## src/common/dsr_pkg.sv

```systemverilog
// Purpose: Shared constants and types for the DDR SRAM read/address link
// Assumes: One system clock; link clocks are levels made by the controller
// Notes:   The x18 organization is built; other widths kept for reference
package dsr_pkg;

    ////////////////////////////////////////////////////////////////////////
    // Organization
    localparam int ADDR_W_X8   = 21;                            // [RULE_03]
    localparam int ADDR_W_X9   = 21;                            // [RULE_03]
    localparam int ADDR_W_X18  = 20;                            // [RULE_03]
    localparam int ADDR_W_X36  = 19;                            // [RULE_03]
    localparam int ADDR_W      = ADDR_W_X18;
    localparam int WORD_W      = 18;
    localparam int BURST_LEN   = 2;
    localparam int ARRAY_DEPTH = 1 << ADDR_W;
    localparam int PAIR_W      = WORD_W * BURST_LEN;

    ////////////////////////////////////////////////////////////////////////
    // Buffering and reset values
    localparam int FIFO_DEPTH = 4;
    localparam logic [ADDR_W-1:0] ADDR_RST  = 20'h00000;
    localparam logic [WORD_W-1:0] WORD_RST  = 18'h00000;

    ////////////////////////////////////////////////////////////////////////
    // Read output sequencer
    typedef enum logic [2:0] {
        DSR_ST_IDLE  = 3'b001,
        DSR_ST_WORD0 = 3'b010,
        DSR_ST_WORD1 = 3'b100
    } dsr_out_state_t;

endpackage : dsr_pkg

```

## src/common/dsr_link_if.sv

```systemverilog
// Purpose: Board-level link between controller and SRAM read/address port
// Assumes: All signals change on the rising edge of the system clock
// Notes:   q_oe high means the device drives q; q is undefined otherwise
interface dsr_link_if
(
    input wire logic clk
);
    import dsr_pkg::*;

    logic              k;
    logic              k_n;
    logic              c;
    logic              c_n;
    logic [ADDR_W-1:0] addr;
    logic              read_port_select_n;
    logic              write_port_select_n;
    logic [WORD_W-1:0] q;
    logic              q_oe;

    modport dev
    (
        input  k, k_n, c, c_n, addr, read_port_select_n, write_port_select_n,
        output q, q_oe
    );

    modport ctl
    (
        output k, k_n, c, c_n, addr, read_port_select_n, write_port_select_n,
        input  q, q_oe
    );

endinterface : dsr_link_if

```

## src/dsr_fifo.sv

```systemverilog
// Purpose: Small synchronous FIFO with valid/ready on both sides
// Assumes: Single clock, synchronous active-high reset
// Notes:   Full and empty from pointers with a wrap bit
module dsr_fifo #(
    parameter int WIDTH = 36,
    parameter int DEPTH = 4
) (
    input  wire logic             clk,
    input  wire logic             rst,
    input  wire logic             in_valid,
    output logic                  in_ready,
    input  wire logic [WIDTH-1:0] in_data,
    output logic                  out_valid,
    input  wire logic             out_ready,
    output logic      [WIDTH-1:0] out_data
);
    import dsr_pkg::*;

    localparam int PW = $clog2(DEPTH);

    logic [WIDTH-1:0] mem_q [DEPTH];
    logic [PW:0]      wptr_q;
    logic [PW:0]      rptr_q;
    logic             push;
    logic             pop;

    ////////////////////////////////////////////////////////////////////////
    // Flags
    assign in_ready  = (wptr_q[PW-1:0] != rptr_q[PW-1:0]) || (wptr_q[PW] == rptr_q[PW]);
    assign out_valid = (wptr_q != rptr_q);
    assign out_data  = mem_q[rptr_q[PW-1:0]];
    assign push      = in_valid && in_ready;
    assign pop       = out_valid && out_ready;

    ////////////////////////////////////////////////////////////////////////
    // Storage and pointers
    always_ff @(posedge clk)
    begin
        if (push)
        begin
            mem_q[wptr_q[PW-1:0]] <= in_data;
        end
    end

    always_ff @(posedge clk)
    begin
        if (rst)
        begin
            wptr_q <= '0;
            rptr_q <= '0;
        end
        else
        begin
            if (push)
            begin
                wptr_q <= wptr_q + 1'b1;
            end
            if (pop)
            begin
                rptr_q <= rptr_q + 1'b1;
            end
        end
    end

endmodule : dsr_fifo

```

## src/dsr_mem_ctl.sv

```systemverilog
// Purpose: Controller end: makes link clocks, issues reads and writes
// Assumes: Same clk as the SRAM end; user holds a request until acknowledged
// Notes:   One read in flight at a time; FIFO space reserved before issue
module dsr_mem_ctl (
    input  wire logic                       clk,
    input  wire logic                       rst,
    dsr_link_if.ctl                         link,
    input  wire logic                       single_clock_mode,
    input  wire logic                       rd_req,
    input  wire logic [dsr_pkg::ADDR_W-1:0] rd_addr,
    output logic                            rd_ack,
    input  wire logic                       wr_req,
    input  wire logic [dsr_pkg::ADDR_W-1:0] wr_addr,
    output logic                            wr_ack,
    output logic                            out_valid,
    input  wire logic                       out_ready,
    output logic      [dsr_pkg::PAIR_W-1:0] out_data
);
    import dsr_pkg::*;

    ////////////////////////////////////////////////////////////////////////
    // Declarations
    logic              k_q;
    logic              k_n_q;
    logic              c_q;
    logic              c_n_q;
    logic [ADDR_W-1:0] addr_q;
    logic              rd_sel_n_q;
    logic              wr_sel_n_q;
    logic              rd_ack_q;
    logic              wr_ack_q;
    logic              lp_q;
    logic              ln_q;
    logic              outst_q;
    logic              have0_q;
    logic [WORD_W-1:0] word0_q;
    logic              push_q;
    logic [PAIR_W-1:0] push_data_q;
    logic              fifo_in_ready;
    logic              can_issue;

    ////////////////////////////////////////////////////////////////////////
    // Link clocks; C pair lags K pair by half a period
    always_ff @(posedge clk)
    begin
        if (rst)
        begin
            k_q   <= 1'b0;
            k_n_q <= 1'b1;
            c_q   <= 1'b0;
            c_n_q <= 1'b1;
        end
        else
        begin
            k_q   <= ~k_q;
            k_n_q <= k_q;
            c_q   <= k_q;                                               // [RULE_13]
            c_n_q <= k_n_q;                                             // [RULE_13]
        end
    end

    ////////////////////////////////////////////////////////////////////////
    // Address bus and port selects
    assign can_issue = fifo_in_ready && !outst_q && !push_q;

    always_ff @(posedge clk)
    begin
        if (rst)
        begin
            addr_q     <= ADDR_RST;
            rd_sel_n_q <= 1'b1;
            wr_sel_n_q <= 1'b1;
            rd_ack_q   <= 1'b0;
            wr_ack_q   <= 1'b0;
        end
        else
        begin
            rd_ack_q   <= 1'b0;
            wr_ack_q   <= 1'b0;
            rd_sel_n_q <= 1'b1;
            wr_sel_n_q <= 1'b1;
            if (!k_q)
            begin
                if (rd_req && can_issue)
                begin
                    rd_sel_n_q <= 1'b0;                                 // [RULE_08]
                    addr_q     <= rd_addr;                              // [RULE_02]
                    rd_ack_q   <= 1'b1;
                end
            end
            else if (wr_req)
            begin
                wr_sel_n_q <= 1'b0;
                addr_q   <= wr_addr;                                    // [RULE_02]
                wr_ack_q <= 1'b1;
            end
        end
    end

    ////////////////////////////////////////////////////////////////////////
    // Read data capture, both words per burst
    always_ff @(posedge clk)
    begin
        if (rst)
        begin
            lp_q        <= 1'b0;
            ln_q        <= 1'b0;
            outst_q     <= 1'b0;
            have0_q     <= 1'b0;
            word0_q     <= WORD_RST;
            push_q      <= 1'b0;
            push_data_q <= '0;
        end
        else
        begin
            lp_q   <= single_clock_mode ? k_q   : c_q;
            ln_q   <= single_clock_mode ? k_n_q : c_n_q;
            push_q <= 1'b0;
            if (!k_q && rd_req && can_issue)
            begin
                outst_q <= 1'b1;
            end
            else if (push_q)
            begin
                outst_q <= 1'b0;
            end
            if (lp_q && link.q_oe)
            begin
                word0_q <= link.q;
                have0_q <= 1'b1;
            end
            else if (ln_q && link.q_oe && have0_q)
            begin
                push_q      <= 1'b1;                                    // [RULE_10]
                push_data_q <= {link.q, word0_q};
                have0_q     <= 1'b0;
            end
        end
    end

    ////////////////////////////////////////////////////////////////////////
    // Output buffer
    dsr_fifo #(
        .WIDTH (PAIR_W),
        .DEPTH (FIFO_DEPTH)
    ) u_fifo (
        .clk       (clk),
        .rst       (rst),
        .in_valid  (push_q),
        .in_ready  (fifo_in_ready),
        .in_data   (push_data_q),
        .out_valid (out_valid),
        .out_ready (out_ready),
        .out_data  (out_data)
    );

    assign link.k                   = k_q;
    assign link.k_n                 = k_n_q;
    assign link.c                   = c_q;
    assign link.c_n                 = c_n_q;
    assign link.addr                = addr_q;
    assign link.read_port_select_n  = rd_sel_n_q;
    assign link.write_port_select_n = wr_sel_n_q;
    assign rd_ack                   = rd_ack_q;
    assign wr_ack                   = wr_ack_q;

endmodule : dsr_mem_ctl

```

## src/flat_wrapper.sv

```systemverilog
// flat-port wrapper written by rule: the top's interface ports become plain ports
module dsr_mem_ctl_flat import dsr_pkg::*;
  (clk, rst, single_clock_mode, rd_req, rd_addr, rd_ack, wr_req, wr_addr, wr_ack, out_valid, out_ready, out_data, link_k, link_k_n, link_c, link_c_n, link_addr, link_read_port_select_n, link_write_port_select_n, link_q, link_q_oe);
  dsr_link_if link_i (.clk(clk));
  input  wire logic clk;
  input  wire logic rst;
  input  wire logic single_clock_mode;
  input  wire logic rd_req;
  input  wire logic [dsr_pkg::ADDR_W-1:0] rd_addr;
  output logic rd_ack;
  input  wire logic wr_req;
  input  wire logic [dsr_pkg::ADDR_W-1:0] wr_addr;
  output logic wr_ack;
  output logic out_valid;
  input  wire logic out_ready;
  output logic      [dsr_pkg::PAIR_W-1:0] out_data;
  output wire logic [$bits(link_i.k)-1:0] link_k;
  output wire logic [$bits(link_i.k_n)-1:0] link_k_n;
  output wire logic [$bits(link_i.c)-1:0] link_c;
  output wire logic [$bits(link_i.c_n)-1:0] link_c_n;
  output wire logic [$bits(link_i.addr)-1:0] link_addr;
  output wire logic [$bits(link_i.read_port_select_n)-1:0] link_read_port_select_n;
  output wire logic [$bits(link_i.write_port_select_n)-1:0] link_write_port_select_n;
  input wire logic [$bits(link_i.q)-1:0] link_q;
  input wire logic [$bits(link_i.q_oe)-1:0] link_q_oe;
  assign link_k = link_i.k;
  assign link_k_n = link_i.k_n;
  assign link_c = link_i.c;
  assign link_c_n = link_i.c_n;
  assign link_addr = link_i.addr;
  assign link_read_port_select_n = link_i.read_port_select_n;
  assign link_write_port_select_n = link_i.write_port_select_n;
  assign link_i.q = link_q;
  assign link_i.q_oe = link_q_oe;
  dsr_mem_ctl u_core (.clk(clk), .rst(rst), .link(link_i), .single_clock_mode(single_clock_mode), .rd_req(rd_req), .rd_addr(rd_addr), .rd_ack(rd_ack), .wr_req(wr_req), .wr_addr(wr_addr), .wr_ack(wr_ack), .out_valid(out_valid), .out_ready(out_ready), .out_data(out_data));
endmodule
```

## config.mk

```make
export PLATFORM = sky130hd
export DESIGN_NAME = dsr_mem_ctl_flat
export DESIGN_NICKNAME = d
export VERILOG_FILES = /design/src/common/dsr_pkg.sv /design/src/common/dsr_link_if.sv /design/src/dsr_fifo.sv /design/src/dsr_mem_ctl.sv /design/src/flat_wrapper.sv
export SDC_FILE = /design/constraint.sdc
export NUM_CORES = 1
export LEC_CHECK = 0
export BUFFER_PORTS_ARGS = -buffer_cell sky130_fd_sc_hd__buf_2
export CAP_MARGIN = 0
export CORE_MARGIN = 3
export CORE_UTILIZATION = 51
export CTS_BUF_LIST = sky130_fd_sc_hd__clkbuf_4 sky130_fd_sc_hd__clkbuf_8 sky130_fd_sc_hd__clkbuf_16
export DETAILED_ROUTE_END_ITERATION = 10
export MAX_ROUTING_LAYER = met4
export PLACE_DENSITY_LB_ADDON = 0.08
export SYNTH_ARGS = -nofsm -noshare
export SYNTH_HDL_FRONTEND = slang
export SYNTH_SLANG_ARGS = --single-unit
export TNS_END_PERCENT = 20
```

## constraint.sdc

```tcl
create_clock -name clk -period 2.2 [get_ports clk]
set_input_delay 0.44 -clock clk [delete_from_list [all_inputs] [get_ports clk]]
set_output_delay 0.44 -clock clk [all_outputs]
set_load 0.02 [all_outputs]
```

After elaboration in Yosys (flattened, before gate mapping)
Memory sizes are Yosys's and may differ from the RTL's. A register that Yosys moved wholly into a read port is not among the register bits.
Index checks and enable logic that the tools add are counted.
Operators by class
  add/subtract/negate cells: 2
  equality and inequality tests: 4
  multiplexer cells: 18
  bitwise operators: 2
  reductions and logical operators: 22
Operators with widths (number)
  two-way mux 20 bit: 3
  two-way mux 1 bit: 13
  logical AND 1 bit: 10
  adder 3 x 1 -> 3 bit, second input constant: 2
  nonzero test 2 bit: 3
  OR reduction 2 bit: 3
  two-way mux 2 bit: 2
  AND reduction 2 bit: 2
  zero test 1 bit: 3
  inequality test 3 bit: 1
  inequality test 2 bit: 1
  inequality test 2 bit, second input constant: 1
  NOT 1 bit: 2
  equality test 1 bit: 1
  logical OR 1 bit: 1
Storage, ports and cells
  register bits: 93
  bits in writable memories: 144
  bits of input ports: 65
  word-level logic and storage cells: 67
  memories kept: 1
Memory list
  u_core.u_fifo.mem_q: words 4, width 36, rd ports 1, clocked after Yosys merged registers in 1, wr ports 1, line dsr_fifo.sv:21  | logic [WIDTH-1:0] mem_q [DEPTH];

Depth between registers and ports, before layout
  depth after elaboration: 7
  depth in mapped cells: 6
  depth with buffers taken out: 4

By module
From an unflattened synthesis, not the netlist that was laid out.
Second synthesis, totals
  cells, all modules: 627
  area total of the unflattened synthesis: 9201.3 um^2
Modules (own cells, without submodules)
  dsr_fifo: times used 1, cells each 258, area each 5749.3 um^2
  dsr_mem_ctl: times used 1, cells each 369, area each 3452.1 um^2

Least setup slack after synthesis
Ideal clock, no wire load.
  path kind: reg2reg
  from: register u_core.u_fifo.wptr_q[0]
  to: memory u_core.u_fifo.mem_q[0][0] (enable)
  setup time: 397 ps
  data arrival time: 1819 ps
  path slack: -16 ps
  stages on the path, launching flop included: 4
  period minus slack after synthesis: 2216 ps
  cell sequence: dfxtp_1 -> xor2_2 -> o31a_2 -> and2_1
Between the ends
  word-level cells in the longest chain between the ends: 5
Ends and longest elaborated chain
  start, declared: line dsr_fifo.sv:22  | logic [PW:0] wptr_q;
  start signal, assigned: line dsr_fifo.sv:56  | wptr_q <= wptr_q + 1'b1;
  inequality test 2 bit: line dsr_fifo.sv:29  | assign in_ready = (wptr_q[PW-1:0] != rptr_q[PW-1:0]) || (wptr_q[PW] == rptr_q[PW]);
  logical OR 1 bit: line dsr_fifo.sv:29
  logical AND 1 bit: line dsr_fifo.sv:32  | assign push = in_valid && in_ready;
  two-way mux 1 bit: line dsr_fifo.sv:39  | if (push)
  two-way mux 1 bit (not written as such): line dsr_fifo.sv:41  | mem_q[wptr_q[PW-1:0]] <= in_data;
  end, declared: line dsr_fifo.sv:21
Parallel ways exist; a longest one is shown, timed or not.

==> summary.txt <==
STA
  – Setup Skew: 0.009103 ns
  – Final hold vios: 0
  – Final worst slack: -0.05427 ns
  – Final Cycle Share: 102.5%
  – Final setup violation count: 28
  – Max-slew headroom: 55.24%
  – Max Slew Vio Count: 0
  – RSZ-0062 raised after global routing: true
  – Worst Tran Pin Value: 0.6713 ns
  – Hold WS: 0.1842 ns
  – TNS Setup: -0.7481 ns
  – Final min period: 2.254 ns
  – Maximum clock frequency: 443.6 MHz

Synthesis
  – Top post-synthesis cells by area: edfxtp_1 (48%), dfxtp_1 (21%), mux4_2 (9.0%)
  – Leading area contributor after synthesis: edfxtp_1
  – Synth Area in Compound Gates: 8.442%
  – Post-synthesis mux area share: 9.426%
  – Adder-Cell Fraction of Synth Area: 0.6931%
  – Synth cell types: 33
  – Seq/Total Area, Yosys: 68.98%
  – Post-Synthesis Cells: 614
  – Share of the synthesized area in the top cell type: 47.91%
  – Synth async-reset ratio: 0%
  – Simple-gate area share of the yosys netlist: 7.818%
  – Synth Area per Inst: 14.70 sq um
  – Ys Warns: 0
  – Mapped Area: 9026 sq um
  – Synth Net Count: 684
  – Synth Flop Type: edfxtp_1
  – XOR/XNOR share of the synthesized area: 0.9426%
  – Largest family of logic cells by synthesized area: multiplexers
  – EDFF count, synth: 144
  – Seq cells post-synth: 239

Die
  – Initial Utilization: 52.18%
  – Die ar.: 19330 sq um
  – # rows: 48
  – Die H: 139.0 um
  – Die width: 139.0 um
  – Core ar.: 17300 sq um
  – I/O pin count: 130

Clock tree
  – Num Clock Sinks: 239
  – Root buffer cell: clkbuf_16
  – Inserted Clock Buffers: 24
  – Hold_buf cts: 0
  – Clock Path Buffers: 3
  – CTS tree: built
  – Clock latency on the worst-skew pair: 0.50 ns
  – H-tree depth: 1
  – CTS clk-pin slew, worst paths: 0.06 ns

Layout
  – Most frequent cells in the layout: edfxtp_1 (144), buf_2 (119), nand2_1 (111)
  – Final #Nets: 819
  – Core Util, Final: 62.78%
  – Finished Layout Cells: 994
  – Leading cell type in the layout, fill and taps excluded: edfxtp_1
  – Synth-to-Final Area Change: 20.31%
  – Final Cell Area: 10860 sq um
  – Layout cells sized above 1: 33.90%

Critical path
  – Worst setup SP type: flop
  – Crit path required time: 1.76 ns
  – CP Data Arrival Time: 1.81 ns
  – RR Endpoint: u_core.u_fifo.mem_q[2][14]$_DFFE_PP_
  – Worst reg2reg startpoint: u_core.u_fifo.wptr_q[1]$_SDFFE_PP0P_
  – Worst Path Max Fanout: 12
  – Setup CP Type: flop to output port
  – Flop2flop setup slack: 0.34 ns
  – Critical path capture point type: output port
  – Cell depth of the worst flop-to-flop path: 4

Status
  – Failing checks: setup timing
  – Run status: finished with violations

Min path
  – Worst hold path type: input pin to flop
  – Worst hold start: link_q[14]
  – Hold-critical path depth: 3
  – Worst Hold End: u_core.push_data_q[32]$_SDFFE_PP0P_

Drt
  – Vias: 5284
  – First drt pass iteration count: 6
  – Routed length per placed instance: 18.01 um
  – Detailed Route WL: 17910 um
  – Drt drc: 0
  – Vias/cell: 5.316
  – DR iter-0 viols: 266
  – ANT nets after route: 0

Placed design
  – Cells after DPL: 947
  – Hpwl dp: 11510 um
  – Placed Instance Area: 9943 sq um
  – Routability Congestion: 0.7803
  – Placement Setup Slack: 0.2962 ns
  – Port bufs: 129

GRT
  – First-pass GRT wire length: 29160 um
  – GRT Total Usage: 19.18%
  – GRT Residual Overflow: 0
  – Initial antenna violation count: 2
  – Vias in the first global route: 5549
  – Maximum number of pins on one net before global-route repair: 46

Pwr
  – Leak Pwr: 3.790 nW
  – Pwr dens: 859.7 nW/um^2
  – Maximum vdd drop: 0.5527 mV
  – Total power: 9.336 mW

Flow run
  – MaxCap Viol Count: 0
-- synth_stat cells (all sizes together), types with 12 or more instances --
library cell,count
nor2b,20
a21oi,56
nor2,12
dfxtp,95
a211oi,20
edfxtp,144
a221oi,20
mux4,36
inv,26
buf,15
clkbuf,23
nand2,111
-- state kept, by name (all words and copies together), names as in the netlist, 3 cells and up, named ones only --
register and count:
u_core.push_data_q 36, u_core.u_fifo.wptr_q 3, u_core.u_fifo.mem_q 144, u_core.u_fifo.rptr_q 3
u_core.word0_q 18, u_core.link.addr 20
-- cells by family (layout without fill, tap and decap cells) --
| family | count (synthesis) | after routing |
|---|---|---|
| AOI/OAI and AO/OA | 101 | 101 |
| DFF | 239 | 239 |
| and+or+nand+nor | 157 | 157 |
| buffers and inverters | 64 | 217 |
| muxes | 40 | 40 |
| xor gates and xnor gates | 8 | 8 |
| other | 0 | 2 |
| adders and majority gates | 5 | 5 |
-- layout make-up --
type,count,area [sq um]
fill,1345,6437
tap,225,281.5
clock buffer,39,737.0
multi-input combinational,311,2474
timing repair buffer,147,959.7
clock inverter,5,73.82
inverter,26,97.59
antenna,2,5.005
sequential,239,6231
-- worst max-delay path: stages (launching register included) --
cell	delay [ns]
dfxtp_4	0.41
buf_12	0.19
mux4_2	0.53
buf_2	0.18
-- worst max path at each step --
| stage | cells past startpoint | slack, ns | end |
|---|---|---|---|
| after floorplan | 3 | -0.02 | u_core.u_fifo.mem_q[1][0]$_DFFE_PP_ |
| after global placement | 4 | 0.36 | u_core.u_fifo.mem_q[2][17]$_DFFE_PP_ |
| after detailed placement | 4 | 0.30 | u_core.u_fifo.mem_q[2][22]$_DFFE_PP_ |
| after CTS | 3 | -0.09 | out_data[9] |
| after global routing | 3 | -0.11 | out_data[16] |
| final | 3 | -0.05 | out_data[16] |
-- per-layer routing --
metal	GRT usage [%]	part of all wire [%]	routed length (um)
met1	23.95	42	7555
met2	32.80	51	9044
met3	3.517	5.3	949
met4	4.634	2.0	357
met5	-	0	0
-- where the power goes --
part | switching [mW] | total (mW) | internal, mW
registers | 0.0377 | 4.80 | 4.76
clock network | 1.56 | 4.08 | 2.52
logic | 0.269 | 0.453 | 0.184
-- repair_timing --
action | 4_1_cts | 5_1_grt
cloned | 1 | 0
setup buffers | 0 | 0
setup endpoints to repair | 36 | 37
resized for setup | 5 | 19
Note: power is estimated with default switching activity, not from simulation.
